<file path="src/ers_pkg.sv">
// package: constants, types and register map of the exposure readout sequencer
package ers_pkg;
    localparam int unsigned CLK_MHZ = 100;
    // register byte addresses
    localparam logic [7:0] REG_CTRL = 8'h00;
    localparam logic [7:0] REG_EXPO = 8'h04;
    localparam logic [7:0] REG_SIZE = 8'h08;
    localparam logic [7:0] REG_STAT = 8'h0C;
    localparam logic [7:0] REG_FCNT = 8'h10;
    // control field positions
    localparam int CTRL_EDGE_BIT = 0;
    localparam int CTRL_LEVEL_BIT = 1;
    localparam int CTRL_DUAL_BIT = 2;
    localparam int CTRL_LANE_LSB = 4;
    // reset values and response codes
    localparam logic [31:0] CTRL_RST = 32'h0000_0010;
    localparam logic [31:0] EXPO_RST = 32'h0000_0064;
    localparam logic [31:0] SIZE_RST = 32'h0004_0010;
    localparam logic [1:0] RESP_OKAY = 2'h0;
    localparam logic [1:0] RESP_SLVERR = 2'h2;
    // correction stages in processing order
    typedef enum logic [2:0] {
        STG_TAP_LIN = 3'h0,
        STG_PHOTO_RESP = 3'h1,
        STG_DEFECT = 3'h2,
        STG_FLAT_FIELD = 3'h3,
        STG_WHITE_BAL = 3'h4,
        STG_GAIN_OFS = 3'h5,
        STG_MIRROR_X = 3'h6
    } ers_stage_t;
    localparam int NUM_STAGES = 7;
    typedef struct packed {
        logic trig_rising;
        logic level_controlled_exposure;
        logic dual_region_geometry;
        logic [2:0] lanes;
    } ers_cfg_t;
    typedef struct packed {
        logic [15:0] width;
        logic [15:0] height;
    } ers_size_t;
endpackage

</file>
<file path="src/ers_fifo.sv">
// fifo with valid/ready on both sides
`timescale 1ns/1ps
module ers_fifo #(
    parameter int WIDTH = 32,
    parameter int DEPTH = 8
) (
    // clock and control
    input wire logic mclk_i,
    input wire logic srst_i,
    input wire logic ce_i,
    // fill side
    input wire logic in_valid_i,
    output logic in_ready_o,
    input wire logic [WIDTH-1:0] in_data_i,
    // drain side
    output logic out_valid_o,
    input wire logic out_ready_i,
    output logic [WIDTH-1:0] out_data_o
);
    localparam int AW = $clog2(DEPTH);
    logic [WIDTH-1:0] mem_q [DEPTH];
    logic [AW:0] wp_q, wp_d, rp_q, rp_d;
    logic push, pop;
    always_comb begin
        in_ready_o = (wp_q - rp_q) != (AW+1)'(DEPTH);
        out_valid_o = wp_q != rp_q;
        push = in_valid_i && in_ready_o && ce_i;
        pop = out_valid_o && out_ready_i && ce_i;
        wp_d = push ? wp_q + 1'b1 : wp_q;
        rp_d = pop ? rp_q + 1'b1 : rp_q;
        out_data_o = mem_q[rp_q[AW-1:0]];
    end
    always_ff @(posedge mclk_i) begin
        if (srst_i) begin
            wp_q <= '0;
            rp_q <= '0;
        end else begin
            wp_q <= wp_d;
            rp_q <= rp_d;
        end
        if (push) begin
            mem_q[wp_q[AW-1:0]] <= in_data_i;
        end
    end
endmodule

</file>
<file path="src/ers_top.sv">
// exposure, readout and link transfer sequencer with axi4-lite registers
//
// Chosen here: the register addresses and register access over AXI4-Lite.
`timescale 1ns/1ps
module ers_top #(
    parameter int PIX_W = 32,
    parameter int FIFO_DEPTH = 8
) (
    // clock, reset, enable
    input wire logic mclk_i,
    input wire logic srst_i,
    input wire logic ce_i,
    // trigger and exposure
    input wire logic external_trigger_input_i,
    output logic expo_active_o,
    // sensor pixel source
    input wire logic [PIX_W-1:0] sensor_pix_i,
    output logic sensor_rd_o,
    // link stream, lane count per beat
    output logic link_valid_o,
    input wire logic link_ready_i,
    output logic [PIX_W-1:0] link_data_o,
    output logic [2:0] link_lanes_o,
    output logic link_sof_o,
    output ers_pkg::ers_stage_t stage_o [ers_pkg::NUM_STAGES],
    // axi4-lite
    input wire logic [7:0] s_awaddr,
    input wire logic s_awvalid,
    output logic s_awready,
    input wire logic [31:0] s_wdata,
    input wire logic [3:0] s_wstrb,
    input wire logic s_wvalid,
    output logic s_wready,
    output logic [1:0] s_bresp,
    output logic s_bvalid,
    input wire logic s_bready,
    input wire logic [7:0] s_araddr,
    input wire logic s_arvalid,
    output logic s_arready,
    output logic [31:0] s_rdata,
    output logic [1:0] s_rresp,
    output logic s_rvalid,
    input wire logic s_rready
);
    typedef enum logic [2:0] {
        EX_IDLE = 3'b001,
        EX_ON = 3'b010,
        EX_HOLD = 3'b100
    } ers_ex_t;
    typedef enum logic [1:0] {
        RD_IDLE = 2'b01,
        RD_RUN = 2'b10
    } ers_rd_t;

    // register file
    logic [31:0] ctrl_q, ctrl_d, expo_q, expo_d, size_q, size_d, fcnt_q, fcnt_d;
    logic [7:0] awa_q, awa_d;
    logic aw_has_q, aw_has_d, w_has_q, w_has_d, bv_q, bv_d, rv_q, rv_d;
    logic [31:0] wd_q, wd_d, rd_q, rd_d;
    logic [1:0] br_q, br_d, rr_q, rr_d;
    logic [3:0] wstrb_q, wstrb_d;
    ers_pkg::ers_cfg_t cfg;
    ers_pkg::ers_size_t sz;
    logic [31:0] stat;

    function automatic logic [31:0] merge(input logic [31:0] old, input logic [31:0] nw, input logic [3:0] st);
        logic [31:0] r;
        r = old;
        for (int i = 0; i < 4; i++) begin
            if (st[i]) r[8*i +: 8] = nw[8*i +: 8];
        end
        return r;
    endfunction

    always_comb begin
        cfg.trig_rising = ~ctrl_q[ers_pkg::CTRL_EDGE_BIT];
        cfg.level_controlled_exposure = ctrl_q[ers_pkg::CTRL_LEVEL_BIT];
        cfg.dual_region_geometry = ctrl_q[ers_pkg::CTRL_DUAL_BIT];
        cfg.lanes = ctrl_q[ers_pkg::CTRL_LANE_LSB +: 3];
        sz = size_q;
    end

    always_comb begin
        s_awready = !aw_has_q && !bv_q;
        s_wready = !w_has_q && !bv_q;
        s_arready = !rv_q;
        awa_d = awa_q;
        aw_has_d = aw_has_q;
        wd_d = wd_q;
        w_has_d = w_has_q;
        bv_d = bv_q;
        br_d = br_q;
        rv_d = rv_q;
        rr_d = rr_q;
        rd_d = rd_q;
        ctrl_d = ctrl_q;
        expo_d = expo_q;
        size_d = size_q;
        if (s_awvalid && s_awready) begin
            awa_d = s_awaddr;
            aw_has_d = 1'b1;
        end
        if (s_wvalid && s_wready) begin
            wd_d = s_wdata;
            w_has_d = 1'b1;
        end
        if (aw_has_q && w_has_q) begin
            aw_has_d = 1'b0;
            w_has_d = 1'b0;
            bv_d = 1'b1;
            br_d = ers_pkg::RESP_OKAY;
            unique case (awa_q)
                ers_pkg::REG_CTRL: ctrl_d = merge(ctrl_q, wd_q, wstrb_q);
                ers_pkg::REG_EXPO: expo_d = merge(expo_q, wd_q, wstrb_q);
                ers_pkg::REG_SIZE: size_d = merge(size_q, wd_q, wstrb_q);
                ers_pkg::REG_STAT, ers_pkg::REG_FCNT: br_d = ers_pkg::RESP_OKAY;
                default: br_d = ers_pkg::RESP_SLVERR;
            endcase
        end
        if (bv_q && s_bready) bv_d = 1'b0;
        if (s_arvalid && s_arready) begin
            rv_d = 1'b1;
            rr_d = ers_pkg::RESP_OKAY;
            unique case (s_araddr)
                ers_pkg::REG_CTRL: rd_d = ctrl_q;
                ers_pkg::REG_EXPO: rd_d = expo_q;
                ers_pkg::REG_SIZE: rd_d = size_q;
                ers_pkg::REG_STAT: rd_d = stat;
                ers_pkg::REG_FCNT: rd_d = fcnt_q;
                default: begin
                    rd_d = 32'h0000_0000;
                    rr_d = ers_pkg::RESP_SLVERR;
                end
            endcase
        end else if (rv_q && s_rready) begin
            rv_d = 1'b0;
        end
        s_bvalid = bv_q;
        s_bresp = br_q;
        s_rvalid = rv_q;
        s_rresp = rr_q;
        s_rdata = rd_q;
    end

    always_comb wstrb_d = (s_wvalid && s_wready) ? s_wstrb : wstrb_q;

    always_ff @(posedge mclk_i) begin
        if (srst_i) begin
            ctrl_q <= ers_pkg::CTRL_RST;
            expo_q <= ers_pkg::EXPO_RST;
            size_q <= ers_pkg::SIZE_RST;
            awa_q <= 8'h00;
            aw_has_q <= 1'b0;
            w_has_q <= 1'b0;
            wd_q <= 32'h0000_0000;
            wstrb_q <= 4'h0;
            bv_q <= 1'b0;
            br_q <= 2'h0;
            rv_q <= 1'b0;
            rr_q <= 2'h0;
            rd_q <= 32'h0000_0000;
        end else if (ce_i) begin
            ctrl_q <= ctrl_d;
            expo_q <= expo_d;
            size_q <= size_d;
            awa_q <= awa_d;
            aw_has_q <= aw_has_d;
            w_has_q <= w_has_d;
            wd_q <= wd_d;
            wstrb_q <= wstrb_d;
            bv_q <= bv_d;
            br_q <= br_d;
            rv_q <= rv_d;
            rr_q <= rr_d;
            rd_q <= rd_d;
        end
    end

    // exposure sequencing
    ers_ex_t ex_q, ex_d;
    ers_rd_t rd_st_q, rd_st_d;
    logic trig_q, start_edge, stop_edge;
    logic [31:0] ecnt_q, ecnt_d;
    logic [15:0] col_q, col_d, row_q, row_d;
    logic rd_start;
    logic fifo_in_ready, fifo_out_valid;
    logic [PIX_W-1:0] fifo_out_data;

    always_comb begin
        start_edge = cfg.trig_rising ? (external_trigger_input_i && !trig_q) : (!external_trigger_input_i && trig_q);
        stop_edge = cfg.trig_rising ? (!external_trigger_input_i && trig_q) : (external_trigger_input_i && !trig_q);
        ex_d = ex_q;
        ecnt_d = ecnt_q;
        rd_start = 1'b0;
        unique case (ex_q)
            EX_IDLE: begin
                // a new exposure is accepted whatever readout is doing
                if (start_edge) begin
                    ex_d = EX_ON;
                    ecnt_d = 32'h0000_0001;
                end
            end
            EX_ON: begin
                // start edges are not looked at here
                ecnt_d = ecnt_q + 32'h0000_0001;
                if (cfg.level_controlled_exposure ? stop_edge : (ecnt_q >= expo_q)) begin
                    ex_d = EX_HOLD;
                end
            end
            EX_HOLD: begin
                if (rd_st_q == RD_IDLE) begin
                    rd_start = 1'b1;
                    ex_d = EX_IDLE;
                end
            end
            default: ex_d = EX_IDLE;
        endcase
        expo_active_o = ex_q == EX_ON;
    end

    // readout of width*height pixels into the frame buffer
    always_comb begin
        rd_st_d = rd_st_q;
        col_d = col_q;
        row_d = row_q;
        fcnt_d = fcnt_q;
        sensor_rd_o = (rd_st_q == RD_RUN) && fifo_in_ready;
        unique case (rd_st_q)
            RD_IDLE: begin
                if (rd_start) begin
                    rd_st_d = RD_RUN;
                    col_d = 16'h0000;
                    row_d = 16'h0000;
                end
            end
            RD_RUN: begin
                if (sensor_rd_o) begin
                    col_d = col_q + 16'h0001;
                    if (col_q + 16'h0001 >= sz.width) begin
                        col_d = 16'h0000;
                        row_d = row_q + 16'h0001;
                        if (row_q + 16'h0001 >= sz.height) begin
                            rd_st_d = RD_IDLE;
                            fcnt_d = fcnt_q + 32'h0000_0001;
                        end
                    end
                end
            end
            default: rd_st_d = RD_IDLE;
        endcase
        stat = {27'h0000000, cfg.dual_region_geometry, rd_st_q == RD_RUN, ex_q == EX_HOLD, expo_active_o, trig_q};
    end

    always_ff @(posedge mclk_i) begin
        if (srst_i) begin
            ex_q <= EX_IDLE;
            rd_st_q <= RD_IDLE;
            // follow the pin during reset so no false start edge follows release
            trig_q <= external_trigger_input_i;
            ecnt_q <= 32'h0000_0000;
            col_q <= 16'h0000;
            row_q <= 16'h0000;
            fcnt_q <= 32'h0000_0000;
        end else if (ce_i) begin
            ex_q <= ex_d;
            rd_st_q <= rd_st_d;
            trig_q <= external_trigger_input_i;
            ecnt_q <= ecnt_d;
            col_q <= col_d;
            row_q <= row_d;
            fcnt_q <= fcnt_d;
        end
    end

    // frame buffer; link drains it while readout still fills it
    ers_fifo #(.WIDTH(PIX_W), .DEPTH(FIFO_DEPTH)) u_fbuf (
        .mclk_i(mclk_i),
        .srst_i(srst_i),
        .ce_i(ce_i),
        .in_valid_i(sensor_rd_o),
        .in_ready_o(fifo_in_ready),
        .in_data_i(sensor_pix_i),
        .out_valid_o(fifo_out_valid),
        .out_ready_i(link_ready_i),
        .out_data_o(fifo_out_data)
    );

    always_comb begin
        link_valid_o = fifo_out_valid;
        link_data_o = fifo_out_data;
        link_lanes_o = cfg.lanes; // beat rate of partner scales with lanes
        link_sof_o = rd_start;
        for (int i = 0; i < ers_pkg::NUM_STAGES; i++) begin
            stage_o[i] = ers_pkg::ers_stage_t'(i[2:0]);
        end
    end

    chk_expo_win_end: assert property (@(posedge mclk_i) disable iff (srst_i)
        (ce_i && ex_q == EX_ON && ex_d == EX_HOLD) |=> !expo_active_o)
        else $error("exposure output stayed high");
    chk_trig_ignored: assert property (@(posedge mclk_i) disable iff (srst_i)
        (ce_i && expo_active_o && start_edge) |=> ex_q != EX_IDLE)
        else $error("trigger restarted exposure");
    chk_rd_single: assert property (@(posedge mclk_i) disable iff (srst_i)
        rd_start |-> rd_st_q == RD_IDLE)
        else $error("readout restarted early");
    chk_timed_end: assert property (@(posedge mclk_i) disable iff (srst_i)
        (ce_i && ex_q == EX_ON && !cfg.level_controlled_exposure && ecnt_q >= expo_q) |=> ex_q == EX_HOLD)
        else $error("timed exposure overran");
    chk_start_on: assert property (@(posedge mclk_i) disable iff (srst_i)
        (ce_i && ex_q == EX_IDLE && start_edge) |=> expo_active_o)
        else $error("trigger not accepted");
    chk_rd_follows: assert property (@(posedge mclk_i) disable iff (srst_i)
        (ce_i && ex_q == EX_HOLD && rd_st_q == RD_IDLE) |=> rd_st_q == RD_RUN)
        else $error("readout did not follow exposure");
endmodule

</file>
<file path="config.mk">
export PLATFORM = sky130hd
export DESIGN_NAME = ers_top
export DESIGN_NICKNAME = d
export VERILOG_FILES = /design/src/ers_pkg.sv /design/src/ers_fifo.sv /design/src/ers_top.sv
export SDC_FILE = /design/constraint.sdc
export NUM_CORES = 1
export LEC_CHECK = 0
export ABC_AREA = 1
export BUFFER_PORTS_ARGS = -buffer_cell sky130_fd_sc_hd__buf_4
export CELL_PAD_IN_SITES_DETAIL_PLACEMENT = 0
export CELL_PAD_IN_SITES_GLOBAL_PLACEMENT = 1
export CORE_MARGIN = 5
export CORE_UTILIZATION = 42
export CTS_CLUSTER_DIAMETER = 40
export DETAILED_ROUTE_END_ITERATION = 6
export PLACE_DENSITY = 0.81
export SYNTH_ARGS = -nofsm -noshare
export SYNTH_HDL_FRONTEND = slang
export SYNTH_SLANG_ARGS = --single-unit
</file>
<file path="constraint.sdc">
create_clock -name mclk_i -period 3.4 [get_ports mclk_i]
set_clock_uncertainty 0.2 [all_clocks]
set_input_delay 0.17 -clock mclk_i [delete_from_list [all_inputs] [get_ports mclk_i]]
set_output_delay 0.17 -clock mclk_i [all_outputs]
set_load 0.03 [all_outputs]
</file>
# Yosys cells after proc, flatten, opt, wreduce, memory -nomap -nowiden

Memories as Yosys holds them, arrays and structs flattened. A register that Yosys moved wholly into a read port is not among the register bits.
Cells that the tools add are included.

$add $sub $neg: 7
Order comparisons: 3
Equal/unequal tests: 22
Multiplexer cells: 40
Reductions and logical operators: 58

Operators by type and width:

| kind                                                                    | number |
|---|---|
| 32-bit one-hot mux with 5 select lines                                  | 1 |
| 16-bit two-way mux                                                      | 5 |
| 32-bit by 1-bit adder with 32-bit output, second input constant         | 2 |
| 16-bit one-hot mux with 2 select lines                                  | 2 |
| 32-bit one-hot mux with 2 select lines                                  | 1 |
| 4-bit AND reduction                                                     | 14 |
| 16-bit by 1-bit adder with 16-bit output, second input constant         | 2 |
| 8-bit by 4-bit == test with 1-bit output, second input constant         | 4 |
| 16-bit >= comparator                                                    | 2 |
| 32-bit >= comparator                                                    | 1 |
| 32-bit two-way mux                                                      | 1 |
| 1-bit two-way mux                                                       | 17 |
| 8-bit by 3-bit == test with 1-bit output, second input constant         | 2 |
| 8-bit by 5-bit == test with 1-bit output, second input constant         | 2 |
| 8-bit logical NOT                                                       | 2 |
| 2-bit AND reduction                                                     | 8 |
| 1-bit logical AND                                                       | 15 |
| 3-bit two-way mux                                                       | 5 |
| 5-bit AND reduction                                                     | 3 |
| 2-bit nonzero test                                                      | 7 |
| 2-bit two-way mux                                                       | 6 |
| 2-bit by 1-bit inequality test with 1-bit output, second input constant | 5 |
| 5-bit OR reduction                                                      | 2 |
| 3-bit one-hot mux with 3 select lines                                   | 1 |
| other kinds (13)                                                        | 20 |

Register bits: 290
Memory bits (writable): 256
Input bits: 94
Output and inout port bits: 101
Word-level logic and storage cells: 162
Memories kept: 1

Memories:

| name         | depth | width | rd ports | clocked after memory_dff | wr ports | RTL line       | source |
|---|---|---|---|---|---|---|---|
| u_fbuf.mem_q | 8     | 32    | 1        | 1                        | 1        | ers_fifo.sv:21 | `logic [WIDTH-1:0] mem_q [DEPTH];` |

# Logic depth before layout (Yosys ltp)

Gate-level depths: netlist of run 1.

Word-level depth: 7
Gate-level depth with buffers: 21
Depth with buffers taken out: 21

# Modules after synthesis

A second synthesis of run 1 with hierarchy kept.

Cells, all modules: 2,949
Area total of the unflattened synthesis: 25,464.4 um^2

By module, submodules not included:

| module   | times used | cells each | area each (um^2) | sequential area each (um^2) |
|---|---|---|---|---|
| ers_top  | 1          | 2,119      | 14,835.5         | 5,615.4 |
| ers_fifo | 1          | 830        | 10,628.9         | 7,907.6 |

# Least setup slack after synthesis of run 1

Ideal clock, no wire load.

Path kind: register to register
Start: register u_fbuf.rp_q[1]
End: memory u_fbuf.mem_q[7][0] (enable)
Library setup time: 0.422 ns
Arrival: 2.900 ns
Data required time: 2.778 ns
Path slack: -0.122 ns
Stages on the path, launching flop included: 13
Path buffers: 0
Clock period less this slack: 3.522 ns
Path through: dfxtp_1 -> inv_1 -> ha_1 -> nand2_1 -> nand2_1 -> a21o_1 -> nand2_1 -> nand2_1 -> nand3_2 -> nand3_2 -> inv_2 -> nand2_1 -> nor2_1

Word-level cells in the longest chain between the ends: 7

Ends and longest elaborated chain:

| element                                   | RTL line       | source |
|---|---|---|
| start, declared                           | ers_fifo.sv:22 | `logic [AW:0] wp_q, wp_d, rp_q, rp_d;` |
| start signal, assigned                    | ers_fifo.sv:39 | `rp_q <= rp_d;` |
| 4-bit subtractor *                        | ers_fifo.sv:25 | `in_ready_o = (wp_q - rp_q) != (AW+1)'(DEPTH);` |
| 4-bit inequality test *                   | ers_fifo.sv:25 |  |
| 1-bit logical AND                         | ers_top.sv:227 | `sensor_rd_o = (rd_st_q == RD_RUN) && fifo_in_ready;` |
| 1-bit logical AND * (2 in a row)          | ers_fifo.sv:27 | `push = in_valid_i && in_ready_o && ce_i;` |
| 1-bit two-way mux *                       | ers_fifo.sv:41 | `if (push) begin` |
| 1-bit two-way mux (not written as such) * | ers_fifo.sv:42 | `mem_q[wp_q[AW-1:0]] <= in_data_i;` |
| end, declared                             | ers_fifo.sv:21 |  |

Every way passes the cells marked *; elsewhere a longest branch is shown, timed or not.

# Worst setup path in the final report of run 1

Start: register row_q[0]
End: register fcnt_q[16]

Word-level cells in the longest chain between the ends: 3

Ends and longest elaborated chain:

| element                                  | RTL line       | source |
|---|---|---|
| start, declared                          | ers_top.sv:184 | `logic [15:0] col_q, col_d, row_q, row_d;` |
| start signal, assigned                   | ers_top.sv:270 | `row_q <= row_d;` |
| 16-bit by 1-bit adder with 16-bit output | ers_top.sv:242 | `if (row_q + 16'h0001 >= sz.height) begin` |
| 16-bit >= comparator                     | ers_top.sv:242 |  |
| 5-bit AND reduction (no line)            | -              |  |
| end signal, assigned                     | ers_top.sv:271 | `fcnt_q <= fcnt_d;` |
| end, declared                            | ers_top.sv:56  | `logic [31:0] ctrl_q, ctrl_d, expo_q, expo_d, size_q, size_d, fcnt_q, fcnt_d;` |

Every way passes these cells.
A chain may end at the register's enable or synchronous reset.

==> results of run 1 <==
==> what timing repair did <==
item	in CTS	in global routing
setup endpoints to repair	0	66
hold buffers	106	0
hold endpoints to repair	355	0
setup buffers	0	3
resized for setup	0	50
==> layout make-up <==
type,instances,area [um2],area share [%]
Sequential cell,547,13540,42.42
Inverter,270,1018,3.191
Clock buffer,98,2267,7.104
Multi-Input combinational cell,1990,10430,32.67
Tap cell,782,978.4,3.066
Timing Repair Buffer,321,2953,9.252
Clock inverter,61,732.0,2.293
==> worst paths after layout <==
| kind | startpoint | slack, ps | depth (start not counted) | end |
|---|---|---|---|---|
| setup / recovery | row_q[0]$_SDFFE_PP0P_ | 180 | 21 | fcnt_q[16]$_SDFFE_PP0P_ |
| hold / removal | sensor_pix_i[12] | 110 | 2 | u_fbuf.mem_q[1][12]$_DFFE_PP_ |
| setup reg to reg | row_q[0]$_SDFFE_PP0P_ | 180 | 21 | fcnt_q[16]$_SDFFE_PP0P_ |
| hold reg to reg | ctrl_q[29]$_SDFFE_PP0P_ | 250 | 2 | ctrl_q[29]$_SDFFE_PP0P_ |
==> metal layers <==
| metal | share of wire, % | vias to the layer above | wire length [um] |
|---|---|---|---|
| met4 | 3.7 | 0 | 2735 |
| met5 | 0 | - | 0 |
| met1 | 42 | 10170 | 30800 |
| li1 | - | 10540 | - |
| met3 | 6.5 | 163 | 4762 |
| met2 | 48 | 705 | 35120 |
==> worst register-to-register path, delay by kind of cell (launching register included) <==
kind                     cells  cell delay (ps)
AND/OR/NAND/NOR             13             1430
buffers and inverters        4              500
flip-flops                   1              330
adder cells (fa/ha/maj)      1              320
AO/OA/AOI/OAI                2              180
XOR/XNOR                     1               80
==> placed cells by master (no fill, tap or decap), types with 63 or more instances in the layout <==
cell type      count
nor2_1           450
dfxtp_1          281
inv_1            250
ha_1              70
nand4_1           63
nand3_1           66
clkbuf_16         90
a21oi_1          257
o21ai_0          302
dlygate4sd3_1    106
buf_4            193
nand2_1          412
edfxtp_1         257
==> power groups by stage <==
| stage | Combinational (W) | Clock (W) | Sequential, W |
|---|---|---|---|
| 3_5_place_dp | 0.00126 | 0 | 0.00725 |
| 6_report | 0.00144 | 0.00895 | 0.00711 |
| 5_1_grt | 0.00158 | 0.00942 | 0.00712 |
| 2_1_floorplan | 0.000813 | 0 | 0.00722 |
| 3_3_place_gp | 0.00124 | 0 | 0.00724 |
| 4_1_cts | 0.00137 | 0.00911 | 0.00711 |
==> kinds of logic after synthesis <==
family	after synthesis
buffers and inverters	432
adder cells (fa/ha/maj)	73
flip-flops	547
AND/OR/NAND/NOR	1140
other	2
XOR/XNOR	55
AO/OA/AOI/OAI	699
==> synthesized netlist by cell type (all sizes together), types with 42 or more instances <==
| master | n | area (um2) |
|---|---|---|
| a21oi | 258 | 1291 |
| o21ai | 317 | 1587 |
| inv | 265 | 994.7 |
| buf | 77 | 462.9 |
| clkbuf | 85 | 319.1 |
| nand2 | 424 | 1614 |
| dfxtp | 290 | 5806 |
| o22ai | 48 | 300.3 |
| nand4 | 64 | 406.6 |
| ha | 73 | 913.4 |
| xor2 | 42 | 375.4 |
| nand3 | 83 | 493.0 |
| edfxtp | 257 | 7717 |
| nor2 | 475 | 1848 |
| nor3 | 65 | 387.9 |
==> sequential cells by signal, summed over array words and instances, names as in the netlist, 32 cells and up, named ones only <==
name	flops
ecnt_q	32
size_q	32
u_fbuf.mem_q	256
fcnt_q	32
expo_q	32
wd_q	32
s_rdata	32
ctrl_q	32
==> per-stage QoR <==
stage / hold slack (ps) / util, % / area [um2] / power [W] / instances
after floorplan: 68.87 / - / 25510 / 0.008029 / 2969
after global placement: 193.0 / 45.79 / 27530 / 0.008479 / 3797
after detailed placement: 196.9 / 45.79 / 27530 / 0.008509 / 3797
after CTS: 52.78 / 52.54 / 31590 / 0.01759 / 4062
after global routing: 111.8 / 53.07 / 31910 / 0.01812 / 4069
final: 107.7 / 53.07 / 31910 / 0.01751 / 4069
==> results.yml, run 1 <==
global_routing:
  grtUsageTotal_pct: 21.40
  antenna_found_initial: 0
  grt_start_max_net_pins: 129
  grtUsageMet3_pct: 4.341
  use_met1_pct: 27.15
  grt_first_pass_wirelength_um: 114200
  use_met2_pct: 36.33
  grt_pass1_vias: 21100
  busiest_layer: "met2"
  grt_overflow: 0
timing:
  tns_ps: 0
  fin_crit_ps: 3221
  timing.fmax_mhz: 310.5
  finalMaxSlewViolations: 0
  setup_viol: 0
  fin_crit_sh_pct: 94.74
  tightest_slew_ps: 1089
  hold_viol: 0
  relSlewSlack_pct: 27.31
  fin_ws_ps: 178.9
synthesis:
  syn_inst: 2948
  synth-edff-count: 257
  yosysWarnings: 0
  synth_compound_area_share_pct: 14.71
  synthXorXnorAreaFrac_pct: 1.924
  ys_ff_latch: 547
  synthAdderAreaFrac_pct: 3.592
  yosys.area_share.simple_pct: 19.50
  synth_mux_area_share_pct: 0
  ys_seq_area_share_pct: 53.18
  async_flop_share_pct: 0
  postSynthAreaPerCell_um2: 8.626
  synth_top_family_by_area: "simple AND/OR/NAND/NOR gates"
  synth_flop_cell: "dfxtp_1"
  syn_area_mm2: 0.02543
  ys_types: 54
routing:
  vias: 21580
  antenna_left: 0
  dr.pass1.iters: 5
  vias_per_cell: 5.303
  first_iter_violations: 1653
  avgRoutedWirePerCell_um: 18.04
  drcViolationCount: 0
  totalWireLength_um: 73420
flow_run:
  drv_cap: 0
cells_and_area:
  fillers: 5400
  layout-drive-gt1-share_pct: 14.63
  area_delta_synth_final_pct: 25.51
  final_nets: 3382
  diodes: 0
floorplanning:
  rows: 90
  ios: 195
  start_util_pct: 42.29
  dieHeight_um: 256.1
  fp.dieW_um: 256.1
  core_region_area_mm2: 0.06013
  die_area_mm2: 0.06556
clock_network:
  cts_tree: "done"
  cts_root_buf: "clkbuf_16"
  cts_buffers: 85
  clk_pin_slew_worst_paths_ps: 60
  htreeDepth: 3
  clock-sinks: 547
  clk_latency_ps: 630
  cts_buffer_depth: 3
pwr:
  p_switching_w: 0.004394
  p_int_w: 0.01311
  p_seq_share_pct: 40.6
  p_sw_share_pct: 25.09
  p_comb_share_pct: 8.2
  pwr-share-clk_pct: 51.1
  peakVddDrop_v: 0.0004912
  power_density_mw_per_mm2: 548.6
  leakage_nw: 12.03
worst_setup_path:
  worst-path-buf-inv: 4
  required_ps: 3650
  path_max_fanout: 17
  slowest_stage: "dfxtp_2"
  cp_top_family: "simple AND/OR/NAND/NOR gates"
  path_cells: "buf_6 -> nand2_2 -> nor2_4 -> nand2_2 -> nor2_4 -> nand2_2 -> nor2_4 -> inv_2 -> nor2_4 -> xor2_2 -> ha_1 -> nand2_2 -> inv_1 -> nand3_2 -> nor3_2 -> o21ai_1 -> nand3_2 -> nand3_4 -> clkbuf_16 -> nand2_1 -> a21oi_1"
  endpoint_kind: "flip-flop"
  slowest_delay_ps: 330
  crit_path_start_kind: "flip-flop"
  criticalPathCategory: "flip-flop to flip-flop"
  arrival_ps: 3480
worst_hold_path:
  min_path_type: "primary input to flip-flop"
outcome:
  run_status: "complete, no violations"
placed_design:
  dp_slack_ps: 35.81
  port-buffer-count: 171
  place_congestion: 0.9349
  dp_hpwl_um: 49050
Note: power is estimated with default switching activity, not from simulation.
==> run 2, diff against run 1 <==
--- a/config.mk
+++ b/config.mk
@@ -13,7 +13,7 @@
 export CORE_UTILIZATION = 42
 export CTS_CLUSTER_DIAMETER = 40
 export DETAILED_ROUTE_END_ITERATION = 6
-export PLACE_DENSITY = 0.81
+export PLACE_DENSITY_LB_ADDON = 0.1
 export SYNTH_ARGS = -nofsm -noshare
 export SYNTH_HDL_FRONTEND = slang
 export SYNTH_SLANG_ARGS = --single-unit
==> results.yml, run 2 (synthesized netlist as in run 1, its figures left out) <==
timing:
  tns_ps: 0
  fin_crit_ps: 3199
  fin_ws_ps: 201.3
  fin_crit_sh_pct: 94.08
  holdWs_ps: 100.1
  timing.fmax_mhz: 312.6
  finalMaxSlewViolations: 0
  hold_viol: 0
  tightest_slew_ps: 1146
  relSlewSlack_pct: 23.53
  setup_viol: 0
  grt_setup_unrepaired: "true"
worst_setup_path:
  reg2reg_to: "fcnt_q[23]$_SDFFE_PP0P_"
  crit_path_start_kind: "flip-flop"
  cp-endpoint: "fcnt_q[23]$_SDFFE_PP0P_"
  slowest_stage: "dfxtp_4"
  path_max_fanout: 7
  path_cells: "buf_6 -> nand2_1 -> nor2_2 -> nand2_2 -> nor2_4 -> nand2_2 -> nor2_4 -> inv_2 -> nor2_4 -> xor2_2 -> ha_1 -> a21oi_1 -> o21ai_0 -> a21oi_2 -> nand3_4 -> buf_6 -> clkbuf_16 -> nand4_1 -> a21oi_1"
  criticalPathCategory: "flip-flop to flip-flop"
  arrival_ps: 3450
  r2r_slack_ps: 200
  required_ps: 3650
  path_common_cell: "nor2_4"
  endpoint_kind: "flip-flop"
  slowest_delay_ps: 360
  rr_worst_depth: 19
  worstSetupStartpoint: "row_q[0]$_SDFFE_PP0P_"
  worstReg2RegStart: "row_q[0]$_SDFFE_PP0P_"
clock_network:
  cts_root_buf: "clkbuf_16"
  cts_buffer_depth: 3
  clk_pin_slew_worst_paths_ps: 60
  htreeDepth: 3
  cts_buffers: 91
  clk_latency_ps: 630
  cts_tree: "done"
  clock-sinks: 547
floorplanning:
  ios: 195
  fp.dieW_um: 256.1
  rows: 90
  dieHeight_um: 256.1
  core_region_area_mm2: 0.06013
  die_area_mm2: 0.06556
  start_util_pct: 42.29
placed_design:
  port-buffer-count: 171
  place_congestion: 0.8707
  dp_slack_ps: 51.69
  place_area_mm2: 0.02754
  dp_hpwl_um: 50800
  dpl.cell_count: 3801
global_routing:
  grt_first_pass_wirelength_um: 117000
  grtUsageTotal_pct: 22.29
  antenna_found_initial: 0
  grt_pass1_vias: 20710
  grt_start_max_net_pins: 179
  grt_overflow: 0
routing:
  antenna_left: 0
  vias_per_cell: 5.220
  dr.pass1.iters: 6
  drcViolationCount: 0
  vias: 21360
  totalWireLength_um: 76020
  first_iter_violations: 1546
  avgRoutedWirePerCell_um: 18.58
cells_and_area:
  largest_reg_flops: 256
  diodes: 0
  fillers: 5506
  final_area_mm2: 0.03228
  final_cell_mix: "449 x nor2_1, 412 x nand2_1, 298 x o21ai_0, 280 x dfxtp_1, 257 x edfxtp_1"
  area_delta_synth_final_pct: 26.96
  layout-drive-gt1-share_pct: 15.29
  mostFrequentLayoutCell: "nor2_1"
  final_cells: 4091
  final_nets: 3401
outcome:
  run_status: "complete, no violations"
pwr:
  leakage_nw: 12.18
  peakVddDrop_v: 0.0003699
  power_density_mw_per_mm2: 568.4
flow_run:
  drv_cap: 0
worst_hold_path:
  min_path_type: "primary input to flip-flop"
[run 2: changes by cell type in the layout (fill, tap and decap cells not counted), moves of 4 or more]
cell,previous run,this run
nand3_4,5,9
clkbuf_16,90,95
inv_4,5,1
buf_4,193,199
o21ai_0,302,298
inv_6,9,15
[run 2: power by group]
part	switching [W]	internal (W)
registers	0.000137	0.00699
logic	0.00105	0.000783
clock network	0.00346	0.00593
[run 2: final cells by class]
cell class                      count  area [um2]  area share (%)
Sequential cell                   547       13550           41.96
Multi-Input combinational cell   1990       10480           32.45
Clock inverter                     63       773.2           2.395
Inverter                          270        1023           3.170
Clock buffer                      105        2400           7.434
Timing Repair Buffer              334        3085           9.557
Tap cell                          782       978.4           3.031
[run 2: metal layers]
metal	track usage, %	vias up	part of all wire [%]
li1	-	10600	-
met1	28.58	10120	43
met2	38.60	530	49
met3	3.867	109	5.1
met4	7.046	0	2.6
met5	0	-	0
[run 2: repair_timing]
action / in CTS / in global routing
gates resized for setup: 1 / 81
pin swaps: 0 / 41
hold buffers: 109 / 0
endpoints found under the setup margin: 3 / 66
endpoints found under the hold margin: 352 / 0
setup buffers: 0 / 8
cloned: 0 / 5
[run 2: worst max-delay path: cells and delay by family (launching register included)]
kind | cells | cell delay (ps)
flip-flops | 1 | 360
adder cells (fa/ha/maj) | 1 | 280
buffers and inverters | 4 | 490
XOR/XNOR | 1 | 160
AO/OA/AOI/OAI | 4 | 560
AND/OR/NAND/NOR | 9 | 980
[run 2: metrics by stage]
step                total power, W  utilization [%]
finish                     0.01835            53.69
global route               0.01901            53.69
CTS                        0.01806            52.89
detailed placement        0.008518            45.79
global placement          0.008493            45.79
floorplan                 0.008029                -
[run 2: worst min path at each step]
stage / from / endpoint / slack, ps / depth (start not counted)
after floorplan: external_trigger_input_i / trig_q$_DFFE_PP_ / 70 / 0
after global placement: sensor_pix_i[13] / u_fbuf.mem_q[2][13]$_DFFE_PP_ / 200 / 1
after detailed placement: sensor_pix_i[11] / u_fbuf.mem_q[2][11]$_DFFE_PP_ / 210 / 1
after CTS: s_araddr[5] / s_rdata[0]$_SDFFE_PP0P_ / 70 / 8
after global routing: sensor_pix_i[11] / u_fbuf.mem_q[4][11]$_DFFE_PP_ / 100 / 2
final: s_awvalid / awa_q[2]$_SDFFE_PP0P_ / 100 / 5
